$ cat src/rtl/pfc_pkg.sv
// Package: register map, field layout and reset values of the performance counter bank
package pfc_pkg;

   // ----------------------------------------
   // Register offsets (byte addresses)
   // ----------------------------------------
   localparam logic [7:0] OFS_SAMPLE_TIMER = 8'h7C;
   localparam logic [7:0] OFS_SEC_IO_RD    = 8'h80;
   localparam logic [7:0] OFS_SEC_IO_WR    = 8'h84;
   localparam logic [7:0] OFS_SEC_MEM_RD   = 8'h88;
   localparam logic [7:0] OFS_SEC_MEM_WR   = 8'h8C;
   localparam logic [7:0] OFS_PRI_IO_RD    = 8'h90;
   localparam logic [7:0] OFS_PRI_IO_WR    = 8'h94;
   localparam logic [7:0] OFS_PRI_MEM_RD   = 8'h98;
   localparam logic [7:0] OFS_PRI_MEM_WR   = 8'h9C;
   localparam logic [7:0] OFS_SLOT_CAP     = 8'hB0;
   localparam logic [7:0] OFS_HS_CAP       = 8'hC0;

   // ----------------------------------------
   // Capability fields
   // ----------------------------------------
   localparam logic [7:0] SLOT_CAP_CODE    = 8'h04;
   localparam logic [7:0] HS_CAP_CODE      = 8'h06;
   localparam logic [7:0] HS_CAP_PTR       = 8'hC0;
   localparam logic [7:0] CHAIN_END        = 8'h00;
   localparam int         SLOT_NUM_LSB     = 16;
   localparam int         FIRST_CHASSIS_BIT = 21;
   localparam int         CHASSIS_LSB      = 24;

   // ----------------------------------------
   // Reset values and bus answers
   // ----------------------------------------
   localparam logic [31:0] CNT_RESET       = 32'h0000_0000;
   localparam logic [31:0] TIMER_RESET     = 32'h0000_0000;
   localparam logic [1:0]  RESP_OKAY       = 2'h0;
   localparam logic [1:0]  RESP_SLVERR     = 2'h2;
   localparam int          NUM_CNT         = 8;

   // Counter index: bit 2 = primary, bit 1 = memory, bit 0 = write
   typedef struct packed {
      logic [3:0] pri;   // io_rd, io_wr, mem_rd, mem_wr (bit 0 = io_rd)
      logic [3:0] sec;   // same order
   } pfc_events_t;

endpackage

$ cat src/rtl/pfc_regs.sv
// Performance counter and capability register bank with an AXI4-Lite slave
//
// Design decision made here: the AXI4-Lite interface to the registers.
`timescale 1ns/100ps
// How it works
// - Secondary I/O read counter at 80h
// - Secondary I/O write counter at 84h
// - Secondary memory read counter at 88h
// - Secondary memory write counter at 8Ch
// - Primary I/O read counter at 90h
// - Primary I/O write counter at 94h
// - Primary memory read counter at 98h
// - Primary memory write counter at 9Ch
// - Counters count events only during sampling window; register writes load them at any time
// - Nonzero timer write starts window; expiry clears counts
// - B0h low byte reads 04h
// - B0h pointer C0h if hot-swap enabled
// - Slot number and first-in-chassis writable
// - B0h bits 23:22 read zero
// - C0h low byte reads 06h
// - C0h pointer reads 00h
module pfc_regs (
   input  wire logic               clk_in,                 // 40 MHz bus clock
   input  wire logic               reset_n_in,             // Synchronous reset, active low
   input  wire logic               hot_swap_enable_input_in, // Hot-swap capability present
   input  wire pfc_pkg::pfc_events_t events_in,            // One-cycle successful completions
   input  wire logic               s_axi_awvalid_in,       // Write address valid
   input  wire logic [7:0]         s_axi_awaddr_in,        // Write byte address
   output logic                    s_axi_awready_out,      // Write address ready
   input  wire logic               s_axi_wvalid_in,        // Write data valid
   input  wire logic [31:0]        s_axi_wdata_in,         // Write data
   input  wire logic [3:0]         s_axi_wstrb_in,         // Write byte enables
   output logic                    s_axi_wready_out,       // Write data ready
   output logic                    s_axi_bvalid_out,       // Write response valid
   output logic [1:0]              s_axi_bresp_out,        // Write response
   input  wire logic               s_axi_bready_in,        // Write response ready
   input  wire logic               s_axi_arvalid_in,       // Read address valid
   input  wire logic [7:0]         s_axi_araddr_in,        // Read byte address
   output logic                    s_axi_arready_out,      // Read address ready
   output logic                    s_axi_rvalid_out,       // Read data valid
   output logic [31:0]             s_axi_rdata_out,        // Read data
   output logic [1:0]              s_axi_rresp_out,        // Read response
   input  wire logic               s_axi_rready_in,        // Read data ready
   output logic                    sampling_active_out     // Sampling window running
);

   // ----------------------------------------
   // Storage
   // ----------------------------------------
   logic [31:0] cnt_r [pfc_pkg::NUM_CNT];
   logic [31:0] timer_r;
   logic [31:0] remain_r;
   logic        active_r;
   logic [4:0]  slot_num_r;
   logic        first_chassis_r;
   logic [7:0]  chassis_r;

   logic        aw_held_r;
   logic [7:0]  aw_addr_r;
   logic        w_held_r;
   logic [31:0] w_data_r;
   logic [3:0]  w_strb_r;
   logic        wr_go;
   logic        wr_hit;
   logic [2:0]  wr_idx;
   logic [7:0]  rd_events;

   // Byte-enable merge of a write into an old word
   function automatic logic [31:0] merge(input logic [31:0] old, input logic [31:0] nw,
                                         input logic [3:0] strb);
      logic [31:0] res;
      res = old;
      for (int i = 0; i < 4; i++) begin
         if (strb[i]) begin
            res[i*8 +: 8] = nw[i*8 +: 8];
         end
      end
      return res;
   endfunction

   // Counter slot for an offset in 80h..9Ch
   function automatic logic is_cnt(input logic [7:0] a);
      return (a >= pfc_pkg::OFS_SEC_IO_RD) && (a <= pfc_pkg::OFS_PRI_MEM_WR) && (a[1:0] == 2'h0);
   endfunction

   function automatic logic is_mapped(input logic [7:0] a);
      logic ok;
      ok = is_cnt(a);
      if (a == pfc_pkg::OFS_SAMPLE_TIMER) begin
         ok = 1'b1;
      end else if (a == pfc_pkg::OFS_SLOT_CAP) begin
         ok = 1'b1;
      end else if (a == pfc_pkg::OFS_HS_CAP) begin
         ok = 1'b1;
      end
      return ok;
   endfunction

   // ----------------------------------------
   // Write channel: address and data taken in either order
   // ----------------------------------------
   assign wr_go  = aw_held_r && w_held_r && !s_axi_bvalid_out;
   assign wr_hit = wr_go && is_mapped(aw_addr_r);
   assign wr_idx = aw_addr_r[4:2];
   assign rd_events = {events_in.pri, events_in.sec};

   always_ff @(posedge clk_in) begin
      if (!reset_n_in) begin
         aw_held_r         <= 1'b0;
         aw_addr_r         <= 8'h00;
         s_axi_awready_out <= 1'b0;
      end else if (wr_go) begin
         aw_held_r         <= 1'b0;
         s_axi_awready_out <= 1'b0;
      end else if (!aw_held_r) begin
         s_axi_awready_out <= !s_axi_awready_out ? 1'b1 : !s_axi_awvalid_in;
         if (s_axi_awvalid_in && s_axi_awready_out) begin
            aw_held_r         <= 1'b1;
            aw_addr_r         <= s_axi_awaddr_in;
            s_axi_awready_out <= 1'b0;
         end
      end
   end

   always_ff @(posedge clk_in) begin
      if (!reset_n_in) begin
         w_held_r         <= 1'b0;
         w_data_r         <= 32'h0000_0000;
         w_strb_r         <= 4'h0;
         s_axi_wready_out <= 1'b0;
      end else if (wr_go) begin
         w_held_r         <= 1'b0;
         s_axi_wready_out <= 1'b0;
      end else if (!w_held_r) begin
         s_axi_wready_out <= 1'b1;
         if (s_axi_wvalid_in && s_axi_wready_out) begin
            w_held_r         <= 1'b1;
            w_data_r         <= s_axi_wdata_in;
            w_strb_r         <= s_axi_wstrb_in;
            s_axi_wready_out <= 1'b0;
         end
      end
   end

   always_ff @(posedge clk_in) begin
      if (!reset_n_in) begin
         s_axi_bvalid_out <= 1'b0;
         s_axi_bresp_out  <= pfc_pkg::RESP_OKAY;
      end else if (wr_go) begin
         s_axi_bvalid_out <= 1'b1;
         s_axi_bresp_out  <= wr_hit ? pfc_pkg::RESP_OKAY : pfc_pkg::RESP_SLVERR;
      end else if (s_axi_bready_in) begin
         s_axi_bvalid_out <= 1'b0;
      end
   end

   // ----------------------------------------
   // Sampling timer
   // ----------------------------------------
   always_ff @(posedge clk_in) begin
      if (!reset_n_in) begin
         timer_r  <= pfc_pkg::TIMER_RESET;
         remain_r <= pfc_pkg::TIMER_RESET;
         active_r <= 1'b0;
      end else if (wr_hit && aw_addr_r == pfc_pkg::OFS_SAMPLE_TIMER) begin
         timer_r  <= merge(timer_r, w_data_r, w_strb_r);
         remain_r <= merge(timer_r, w_data_r, w_strb_r);
         active_r <= (merge(timer_r, w_data_r, w_strb_r) != 32'h0000_0000);
      end else if (active_r) begin
         remain_r <= remain_r - 32'h0000_0001;
         if (remain_r == 32'h0000_0001) begin
            active_r <= 1'b0;
         end
      end
   end

   // Pin copy lags the window by one cycle; it is a status view only
   always_ff @(posedge clk_in) begin
      if (!reset_n_in) begin
         sampling_active_out <= 1'b0;
      end else begin
         sampling_active_out <= active_r;
      end
   end

   // ----------------------------------------
   // Transaction counters
   // ----------------------------------------
   // Expiry clears the counts in the cycle the window closes, so software
   // must read them while the window still runs.
   always_ff @(posedge clk_in) begin
      if (!reset_n_in) begin
         for (int i = 0; i < pfc_pkg::NUM_CNT; i++) begin
            cnt_r[i] <= pfc_pkg::CNT_RESET;
         end
      end else begin
         for (int i = 0; i < pfc_pkg::NUM_CNT; i++) begin
            if (wr_hit && is_cnt(aw_addr_r) && wr_idx == 3'(i)) begin
               cnt_r[i] <= merge(cnt_r[i], w_data_r, w_strb_r);
            end else if (active_r && remain_r == 32'h0000_0001) begin
               cnt_r[i] <= pfc_pkg::CNT_RESET;
            end else if (active_r && rd_events[i]) begin
               cnt_r[i] <= cnt_r[i] + 32'h0000_0001;
            end
         end
      end
   end

   // ----------------------------------------
   // Slot identification fields
   // ----------------------------------------
   always_ff @(posedge clk_in) begin
      if (!reset_n_in) begin
         slot_num_r      <= 5'h00;
         first_chassis_r <= 1'b0;
         chassis_r       <= 8'h00;
      end else if (wr_hit && aw_addr_r == pfc_pkg::OFS_SLOT_CAP) begin
         if (w_strb_r[2]) begin
            slot_num_r      <= w_data_r[pfc_pkg::SLOT_NUM_LSB +: 5];
            first_chassis_r <= w_data_r[pfc_pkg::FIRST_CHASSIS_BIT];
         end
         if (w_strb_r[3]) begin
            chassis_r <= w_data_r[pfc_pkg::CHASSIS_LSB +: 8];
         end
      end
   end

   // ----------------------------------------
   // Read channel
   // ----------------------------------------
   function automatic logic [31:0] rd_word(input logic [7:0] a);
      logic [31:0] d;
      d = 32'h0000_0000;
      if (is_cnt(a)) begin
         d = cnt_r[a[4:2]];
      end else if (a == pfc_pkg::OFS_SAMPLE_TIMER) begin
         d = timer_r;
      end else if (a == pfc_pkg::OFS_SLOT_CAP) begin
         d = {chassis_r, 2'b00, first_chassis_r, slot_num_r,
              hot_swap_enable_input_in ? pfc_pkg::HS_CAP_PTR : pfc_pkg::CHAIN_END,
              pfc_pkg::SLOT_CAP_CODE};
      end else if (a == pfc_pkg::OFS_HS_CAP) begin
         d = {16'h0000, pfc_pkg::CHAIN_END, pfc_pkg::HS_CAP_CODE};
      end
      return d;
   endfunction

   always_ff @(posedge clk_in) begin
      if (!reset_n_in) begin
         s_axi_arready_out <= 1'b0;
         s_axi_rvalid_out  <= 1'b0;
         s_axi_rdata_out   <= 32'h0000_0000;
         s_axi_rresp_out   <= pfc_pkg::RESP_OKAY;
      end else if (s_axi_rvalid_out) begin
         s_axi_arready_out <= 1'b0;
         if (s_axi_rready_in) begin
            s_axi_rvalid_out  <= 1'b0;
            s_axi_arready_out <= 1'b1;
         end
      end else if (s_axi_arvalid_in && s_axi_arready_out) begin
         s_axi_arready_out <= 1'b0;
         s_axi_rvalid_out  <= 1'b1;
         s_axi_rdata_out   <= rd_word(s_axi_araddr_in);
         s_axi_rresp_out   <= is_mapped(s_axi_araddr_in) ? pfc_pkg::RESP_OKAY
                                                         : pfc_pkg::RESP_SLVERR;
      end else begin
         s_axi_arready_out <= 1'b1;
      end
   end

   // ----------------------------------------
   // Checks
   // ----------------------------------------
   AST_HOLD_OUTSIDE_WINDOW: assert property (@(posedge clk_in) disable iff (!reset_n_in)
      (!active_r && !wr_hit) |=> (cnt_r[0] == $past(cnt_r[0])))
      else $error("counter moved outside sampling window");
   AST_SEC_IO_RD_INC: assert property (@(posedge clk_in) disable iff (!reset_n_in)
      (active_r && remain_r != 32'h0000_0001 && events_in.sec[0] && !wr_hit)
      |=> cnt_r[0] == $past(cnt_r[0]) + 32'h0000_0001)
      else $error("secondary io read count did not step");
   AST_PRI_MEM_WR_INC: assert property (@(posedge clk_in) disable iff (!reset_n_in)
      (active_r && remain_r != 32'h0000_0001 && events_in.pri[3] && !wr_hit)
      |=> cnt_r[7] == $past(cnt_r[7]) + 32'h0000_0001)
      else $error("primary memory write count did not step");
   AST_EXPIRY_CLEARS: assert property (@(posedge clk_in) disable iff (!reset_n_in)
      (active_r && remain_r == 32'h0000_0001 && !wr_hit) |=> (!active_r && cnt_r[3] == 32'h0))
      else $error("expiry did not end window and clear");
   AST_TIMER_START: assert property (@(posedge clk_in) disable iff (!reset_n_in)
      (wr_hit && aw_addr_r == pfc_pkg::OFS_SAMPLE_TIMER && w_strb_r == 4'hF && w_data_r != 32'h0)
      |=> active_r ##1 sampling_active_out)
      else $error("timer write did not open window");
   AST_SW_LOAD: assert property (@(posedge clk_in) disable iff (!reset_n_in)
      (wr_hit && aw_addr_r == pfc_pkg::OFS_PRI_IO_RD && w_strb_r == 4'hF)
      |=> cnt_r[4] == $past(w_data_r))
      else $error("counter write not loaded");
   AST_SLOT_ID: assert property (@(posedge clk_in) disable iff (!reset_n_in)
      (s_axi_rvalid_out && !$past(s_axi_rvalid_out)
       && $past(s_axi_araddr_in) == pfc_pkg::OFS_SLOT_CAP)
      |-> (s_axi_rdata_out[7:0] == 8'h04 && s_axi_rdata_out[23:22] == 2'b00))
      else $error("slot capability word wrong");
   AST_HS_ID: assert property (@(posedge clk_in) disable iff (!reset_n_in)
      (s_axi_rvalid_out && !$past(s_axi_rvalid_out)
       && $past(s_axi_araddr_in) == pfc_pkg::OFS_HS_CAP)
      |-> s_axi_rdata_out[15:0] == 16'h0006)
      else $error("hot-swap capability word wrong");
   AST_BRESP_FOLLOWS: assert property (@(posedge clk_in) disable iff (!reset_n_in)
      wr_go |=> s_axi_bvalid_out)
      else $error("write response missing");
   AST_SEC_IO_WR_INC: assert property (@(posedge clk_in) disable iff (!reset_n_in)
      (active_r && remain_r != 32'h0000_0001 && events_in.sec[1] && !wr_hit)
      |=> cnt_r[1] == $past(cnt_r[1]) + 32'h0000_0001)
      else $error("secondary io write count did not step");
   AST_SEC_MEM_RD_INC: assert property (@(posedge clk_in) disable iff (!reset_n_in)
      (active_r && remain_r != 32'h0000_0001 && events_in.sec[2] && !wr_hit)
      |=> cnt_r[2] == $past(cnt_r[2]) + 32'h0000_0001)
      else $error("secondary memory read count did not step");
   AST_SEC_MEM_WR_INC: assert property (@(posedge clk_in) disable iff (!reset_n_in)
      (active_r && remain_r != 32'h0000_0001 && events_in.sec[3] && !wr_hit)
      |=> cnt_r[3] == $past(cnt_r[3]) + 32'h0000_0001)
      else $error("secondary memory write count did not step");
   AST_PRI_IO_RD_INC: assert property (@(posedge clk_in) disable iff (!reset_n_in)
      (active_r && remain_r != 32'h0000_0001 && events_in.pri[0] && !wr_hit)
      |=> cnt_r[4] == $past(cnt_r[4]) + 32'h0000_0001)
      else $error("primary io read count did not step");
   AST_PRI_IO_WR_INC: assert property (@(posedge clk_in) disable iff (!reset_n_in)
      (active_r && remain_r != 32'h0000_0001 && events_in.pri[1] && !wr_hit)
      |=> cnt_r[5] == $past(cnt_r[5]) + 32'h0000_0001)
      else $error("primary io write count did not step");
   AST_PRI_MEM_RD_INC: assert property (@(posedge clk_in) disable iff (!reset_n_in)
      (active_r && remain_r != 32'h0000_0001 && events_in.pri[2] && !wr_hit)
      |=> cnt_r[6] == $past(cnt_r[6]) + 32'h0000_0001)
      else $error("primary memory read count did not step");
   AST_HOLD_PRI: assert property (@(posedge clk_in) disable iff (!reset_n_in)
      (!active_r && !wr_hit) |=> (cnt_r[7] == $past(cnt_r[7])))
      else $error("primary counter moved outside sampling window");
   // No disable here: the check is about what reset itself leaves behind
   AST_RESET_CLEARS: assert property (@(posedge clk_in)
      !reset_n_in |=> ((cnt_r[0] | cnt_r[1] | cnt_r[2] | cnt_r[3] | cnt_r[4] | cnt_r[5]
                        | cnt_r[6] | cnt_r[7]) == 32'h0000_0000 && !active_r))
      else $error("reset did not clear counters");
   AST_SLOT_PTR: assert property (@(posedge clk_in) disable iff (!reset_n_in)
      (s_axi_rvalid_out && !$past(s_axi_rvalid_out)
       && $past(s_axi_araddr_in) == pfc_pkg::OFS_SLOT_CAP)
      |-> s_axi_rdata_out[15:8] == ($past(hot_swap_enable_input_in) ? 8'hC0 : 8'h00))
      else $error("slot capability pointer wrong");
   AST_SLOT_FIELDS: assert property (@(posedge clk_in) disable iff (!reset_n_in)
      (wr_hit && aw_addr_r == pfc_pkg::OFS_SLOT_CAP && w_strb_r[2])
      |=> {first_chassis_r, slot_num_r} == $past(w_data_r[21:16]))
      else $error("slot number fields not loaded");
   AST_HS_UPPER: assert property (@(posedge clk_in) disable iff (!reset_n_in)
      (s_axi_rvalid_out && !$past(s_axi_rvalid_out)
       && $past(s_axi_araddr_in) == pfc_pkg::OFS_HS_CAP)
      |-> s_axi_rdata_out[31:16] == 16'h0000)
      else $error("hot-swap capability upper half not zero");

   // Bus channel discipline
   AST_RD_ANSWER: assert property (@(posedge clk_in) disable iff (!reset_n_in)
      (s_axi_arvalid_in && s_axi_arready_out) |=> s_axi_rvalid_out)
      else $error("read answer missing");
   AST_AW_BLOCKED: assert property (@(posedge clk_in) disable iff (!reset_n_in)
      aw_held_r |-> !s_axi_awready_out)
      else $error("write address taken while one is held");
   AST_W_BLOCKED: assert property (@(posedge clk_in) disable iff (!reset_n_in)
      w_held_r |-> !s_axi_wready_out)
      else $error("write data taken while one is held");
   AST_BVALID_HOLDS: assert property (@(posedge clk_in) disable iff (!reset_n_in)
      (s_axi_bvalid_out && !s_axi_bready_in) |=> (s_axi_bvalid_out && $stable(s_axi_bresp_out)))
      else $error("write response dropped early");
   AST_RVALID_HOLDS: assert property (@(posedge clk_in) disable iff (!reset_n_in)
      (s_axi_rvalid_out && !s_axi_rready_in) |=> (s_axi_rvalid_out && $stable(s_axi_rdata_out)))
      else $error("read answer dropped early");

   COV_WINDOW: cover property (@(posedge clk_in) disable iff (!reset_n_in) $fell(active_r));
   COV_COUNT: cover property (@(posedge clk_in) disable iff (!reset_n_in)
      active_r && events_in.pri[0]);
   COV_BAD_ADDR: cover property (@(posedge clk_in) disable iff (!reset_n_in)
      s_axi_rvalid_out && s_axi_rresp_out == pfc_pkg::RESP_SLVERR);
   COV_SW_LOAD: cover property (@(posedge clk_in) disable iff (!reset_n_in)
      wr_hit && is_cnt(aw_addr_r));
   COV_PTR_END: cover property (@(posedge clk_in) disable iff (!reset_n_in)
      s_axi_rvalid_out && !hot_swap_enable_input_in);

endmodule

$ cat config.mk
export PLATFORM = sky130hd
export DESIGN_NAME = pfc_regs
export DESIGN_NICKNAME = d
export VERILOG_FILES = /design/src/rtl/pfc_pkg.sv /design/src/rtl/pfc_regs.sv
export SDC_FILE = /design/constraint.sdc
export NUM_CORES = 1
export LEC_CHECK = 0
export BUFFER_PORTS_ARGS = -buffer_cell sky130_fd_sc_hd__buf_2
export CORE_MARGIN = 2
export CORE_UTILIZATION = 30
export CTS_BUF_LIST = sky130_fd_sc_hd__clkbuf_8 sky130_fd_sc_hd__clkbuf_16
export DETAILED_ROUTE_END_ITERATION = 10
export PLACE_DENSITY = 0.57
export SKIP_LAST_GASP = 1
export SYNTH_ARGS = -nofsm -noshare
export SYNTH_HDL_FRONTEND = slang
export SYNTH_SLANG_ARGS = --single-unit
$ cat constraint.sdc
create_clock -name clk_in -period 3.4 [get_ports clk_in]
set_clock_uncertainty 0.1 [all_clocks]
set_input_delay 0.34 -clock clk_in [delete_from_list [all_inputs] [get_ports clk_in]]
set_output_delay 0.34 -clock clk_in [all_outputs]
set_load 0.02 [all_outputs]
==> results.txt <==
- Result of the run: complete, no violations
- The via count of the first global-routing pass came to 20,300.
- Number of nets in the layout: between 2,000 and 3,000
- GR Overflow Total: 0
* Port Buf Inserts: between 100 and 150
- Post-detailed-route count of antenna-violating nets: 0
- In the finished design, the share of the clock period the worst path needs comes to 93.2%.
* Worst EP required: 3.54 ns
* Die area: 85,500 sq um
- Setup-failing EPs final: 0
- Complex-gate fraction of the synthesized area: 13.3%
* Die W: 292 um
- The first global-routing pass estimated 136,000 um of wire.
- Hold is met by ~0.025 ns.
- The mapped netlist covers between 20,000 and 25,000 sq um.
- Via Count: around 22,000
* Path type of the worst min-delay path: in2reg
- After synthesis, flip-flops and latches occupy between 40 and 50% of the total area.
- For this block, the routed nets add up to a little over 90,000 um of wire.
* Final Instance Count excl. Fillers: ~3,800
* Switching Power: 0.00324 W
- Cell count after synthesis: 2,613
- Synthesis inferred about 420 register bits.
- In this run, the number of DRC markers left after iteration 0 of detailed routing was roughly 2,500.
* Number of antenna violations at the first check in global routing: 1
* Area used by sequential logic in the layout: 11,000 sq um
- The H-tree was split into 2 levels.
- DP Wirelength: 67,800 um
- The synthesized netlist devotes under 10% of its cell area to XOR and XNOR gates.
- Of all cell types, the one taking the most synthesized area is sky130_fd_sc_hd__edfxtp_1.
- During synthesis, Yosys emitted a total of 0 warnings.
- Based on the critical path, the design can be clocked at up to about 320 MHz.
* Total I/O pin count: 110
* Routed wirelength normalized by instance count: 24.0 um
- Counting distinct cell types in the post-synthesis netlist gives 69.
* Initial standard-cell utilization of the core: 30.3%
- Maximum buffer depth of the clock tree: 3
- Post-layout power: about 0.012 W
- The clock period could shrink to between 3 and 4 ns.
- TritonCTS created 46 clock buffers.
- The internal power of the cells totals 0.00889 W.
- Unrepaired setup endpoints after global routing: false
* Worst slew margin relative to its limit: 37.8%
* Top post-synthesis cells by area: sky130_fd_sc_hd__edfxtp_1 (31%), sky130_fd_sc_hd__dfxtp_1 (13%), sky130_fd_sc_hd__nand2_1 (6.0%)
* Multiplexer share of the synthesized area: between 8 and 9%
* Maximum number of pins on one net before global-route repair: 73
- Global routing used 21.1% of the available tracks across all layers.
* Ratio of cells with drive above 1 in the final layout: about 15%
* Cell Pwr Density: 420 nW/um^2
- Count of clock tree sinks: around 420
- In the routed layout, each cell is associated on average with a via count of approximately 5.6.
* Height of the die: between 200 and 300 um
* Top FF cell, synth: sky130_fd_sc_hd__edfxtp_1
- Sum of buffers and inverters on the critical path: 1
- Placed cell count: roughly 3,700
* Clk_lat worst skew: around 0.60 ns
* Final TNS setup: 0 ns
- Drt pass-1 iters: 6
- Among all stages on the critical path, the largest delay is contributed by sky130_fd_sc_hd__or4_4.
- For this design the static power due to leakage is 9.70 nW.
* Peak supply drop: 0.321 mV
* Maximum fanout along the worst path: 12
- In this run, flip-flops and latches consume between 40% and 50% of the power.
* Critical Path Source Type: flop
- Count of final max-slew check failures: 0
- Area of the multi-input gates: approximately 13,000 sq um
- Area of the placeable core: 82,200 sq um
- Crit path arrival time: about 3.3 ns
- For this run, design rule violations remaining after detail routing come to 0.
* Mean post-synth cell area: 9.55 sq um
* Worst setup path class: reg2reg
- TritonCTS built the clock tree.
* Routability congestion estimate: ~0.9
* Clock-pin slew on the worst setup and hold paths: approximately 0.070 ns
- The top cell type by area accounts for slightly above 30% of the synthesized area.
- CP cell instances: or4_4, nor3_2, buf_4, a31oi_1, o31ai_2, a21o_1
- Number of enable flip-flop cells after synthesis: about 260
- Max-cap violation count: 0
- The final hold violation count came to 0.
- Layout Area Growth over Synthesis: 15.6%
* Synth async-reset ratio: 0%
- Of the total power, combinational logic draws under 10%.
* Dominant combinational cell family by area after synthesis: simple AND/OR/NAND/NOR gates
- Row generation in the floorplan step produced between 100 and 150 rows.
- Clock root cell: sky130_fd_sc_hd__clkbuf_16
- The clock network burns a little over two fifths of the power.
* Number of fillers in the final layout: between 8,000 and 9,000
* Worst path top cell family by delay: compound AO/OA/AOI/OAI gates
- On the worst path, the slowest cell contributes a delay of approximately 0.59 ns.
- Cells fill a little over a third of the core in the end.
* Area fraction in and, or, nand and nor cells after synthesis: 20.3%
* Share of total power consumed by net switching: 26.7%
- The synthesized netlist devotes less than 1% of its cell area to adder and majority cells.
* Actual slew at the worst max-slew pin: 0.929 ns
- STA classifies the critical path endpoint as a flop.
[worst min-delay path: stages]
cell                      delay (ns)
sky130_fd_sc_hd__buf_2          0.10
sky130_fd_sc_hd__nand2_1        0.15
sky130_fd_sc_hd__a21oi_1        0.09
[repair_timing]
item	in CTS	in global routing
endpoints found under the setup margin	0	32
setup buffers	0	0
gates resized for setup	0	1
hold buffers	46	0
endpoints found under the hold margin	47	0
[cells by family after synthesis]
logic type / after synthesis
other cells: 1
simple gates: 1005
compound gates: 553
flops: 421
buf+inv: 224
xor+xnor: 270
mux: 129
fa+ha+maj: 10
[cells in the mapped netlist (7+ instances only)]
cell,n
sky130_fd_sc_hd__or3_1,7
sky130_fd_sc_hd__nand4_1,81
sky130_fd_sc_hd__xnor2_1,134
sky130_fd_sc_hd__buf_2,46
sky130_fd_sc_hd__nor2_1,111
sky130_fd_sc_hd__nand3_1,154
sky130_fd_sc_hd__and2_1,13
sky130_fd_sc_hd__o21ai_0,153
sky130_fd_sc_hd__nand2_1,401
sky130_fd_sc_hd__nor3_1,53
sky130_fd_sc_hd__nor4_1,45
sky130_fd_sc_hd__a22oi_1,7
sky130_fd_sc_hd__o2bb2ai_1,31
sky130_fd_sc_hd__a21o_1,33
sky130_fd_sc_hd__a21oi_1,150
sky130_fd_sc_hd__o31ai_1,9
sky130_fd_sc_hd__mux2i_1,44
sky130_fd_sc_hd__inv_1,33
sky130_fd_sc_hd__or4_1,12
sky130_fd_sc_hd__a221oi_1,8
sky130_fd_sc_hd__o22ai_1,78
sky130_fd_sc_hd__buf_1,14
sky130_fd_sc_hd__and3_1,36
sky130_fd_sc_hd__a22o_1,7
sky130_fd_sc_hd__mux2_2,21
sky130_fd_sc_hd__a211oi_1,9
sky130_fd_sc_hd__and4_1,29
sky130_fd_sc_hd__dfxtp_1,165
sky130_fd_sc_hd__clkbuf_1,113
sky130_fd_sc_hd__buf_6,7
sky130_fd_sc_hd__a31oi_1,11
sky130_fd_sc_hd__mux4_2,64
sky130_fd_sc_hd__edfxtp_1,256
sky130_fd_sc_hd__o211a_1,8
sky130_fd_sc_hd__xor2_1,136
sky130_fd_sc_hd__o21ai_1,27
sky130_fd_sc_hd__buf_4,9
sky130_fd_sc_hd__ha_1,10
sky130_fd_sc_hd__o22a_1,7
[cell type report]
type                            count  area share [%]
Multi-Input combinational cell   1969            45.1
Sequential cell                   421            38.1
Timing Repair Buffer              259            6.36
Tap cell                         1070            4.64
Clock buffer                       54            4.49
Clock inverter                     32           0.811
Inverter                           35           0.464
Antenna cell                        1         0.00867
[per-stage QoR]
| stage | setup WS [ns] | instance area [sq um] |
|---|---|---|
| after floorplan | 0.783 | 25000 |
| after global placement | 0.0785 | 26900 |
| after detailed placement | 0.0917 | 26900 |
| after CTS | 0.0689 | 28800 |
| after global routing | 0.0556 | 28800 |
| final | 0.233 | 28800 |
[placed cells by master, fill, tap and decap left out, drive strengths merged, types with 10 or more instances in the layout]
cell | Yosys | layout
clkbuf | 113 | 54
mux2 | 21 | 21
a31oi | 11 | 11
nand4 | 81 | 81
nor2 | 111 | 111
mux2i | 44 | 44
or4 | 13 | 13
and3 | 36 | 36
o21ai | 184 | 184
a21oi | 150 | 150
and4 | 29 | 29
nand3 | 154 | 154
dfxtp | 165 | 165
xor2 | 136 | 136
buf | 76 | 213
nor4 | 53 | 53
dlygate4sd3 | 0 | 46
mux4 | 64 | 64
edfxtp | 256 | 256
a21o | 33 | 33
nand2 | 401 | 401
clkinv | 0 | 20
xnor2 | 134 | 134
o22ai | 78 | 78
inv | 35 | 45
nor3 | 62 | 62
and2 | 14 | 14
ha | 10 | 10
o2bb2ai | 31 | 31
[power groups by stage]
stage	clock network (W)	registers, W	logic, W
floorplan	0	0.00585	0.000627
global placement	0	0.00593	0.00106
detailed placement	0	0.00593	0.00105
CTS	0.00521	0.00583	0.00110
global route	0.00538	0.00586	0.00119
finish	0.00517	0.00584	0.00112
[path summary, 6_finish.rpt]
| kind | from | endpoint | slack [ns] | cells past startpoint |
|---|---|---|---|---|
| setup reg to reg | remain_r[15]$_SDFFE_PN0P_ | cnt_r[6][10]$_SDFFCE_PN0P_ | 0.23 | 6 |
| hold / removal | s_axi_wdata_in[24] | w_data_r[24]$_SDFFE_PN0P_ | 0.03 | 3 |
| setup / recovery | remain_r[15]$_SDFFE_PN0P_ | cnt_r[6][10]$_SDFFCE_PN0P_ | 0.23 | 6 |
| hold reg to reg | s_axi_rdata_out[17]$_SDFFE_PN0P_ | s_axi_rdata_out[17]$_SDFFE_PN0P_ | 0.35 | 2 |
[flip-flops by register name, summed over array words and instances (netlist names), 4 cells and up]
| register | count |
|---|---|
| aw_addr_r | 8 |
| chassis_r | 8 |
| cnt_r | 256 |
| remain_r | 32 |
| s_axi_rdata_out | 32 |
| slot_num_r | 5 |
| timer_r | 32 |
| w_data_r | 32 |
| w_strb_r | 4 |
[layer usage]
layer / up-vias / GRT usage (%) / share of wire (%) / wire [um]
li1: 9900 / - / - / -
met1: 10600 / 30.1 / 43 / 39900
met2: 976 / 32.4 / 44 / 40900
met3: 135 / 4.15 / 9.7 / 8920
met4: 0 / 6.22 / 2.7 / 2500
met5: - / 0 / 0 / 0
(Power assumes the default switching activity.)
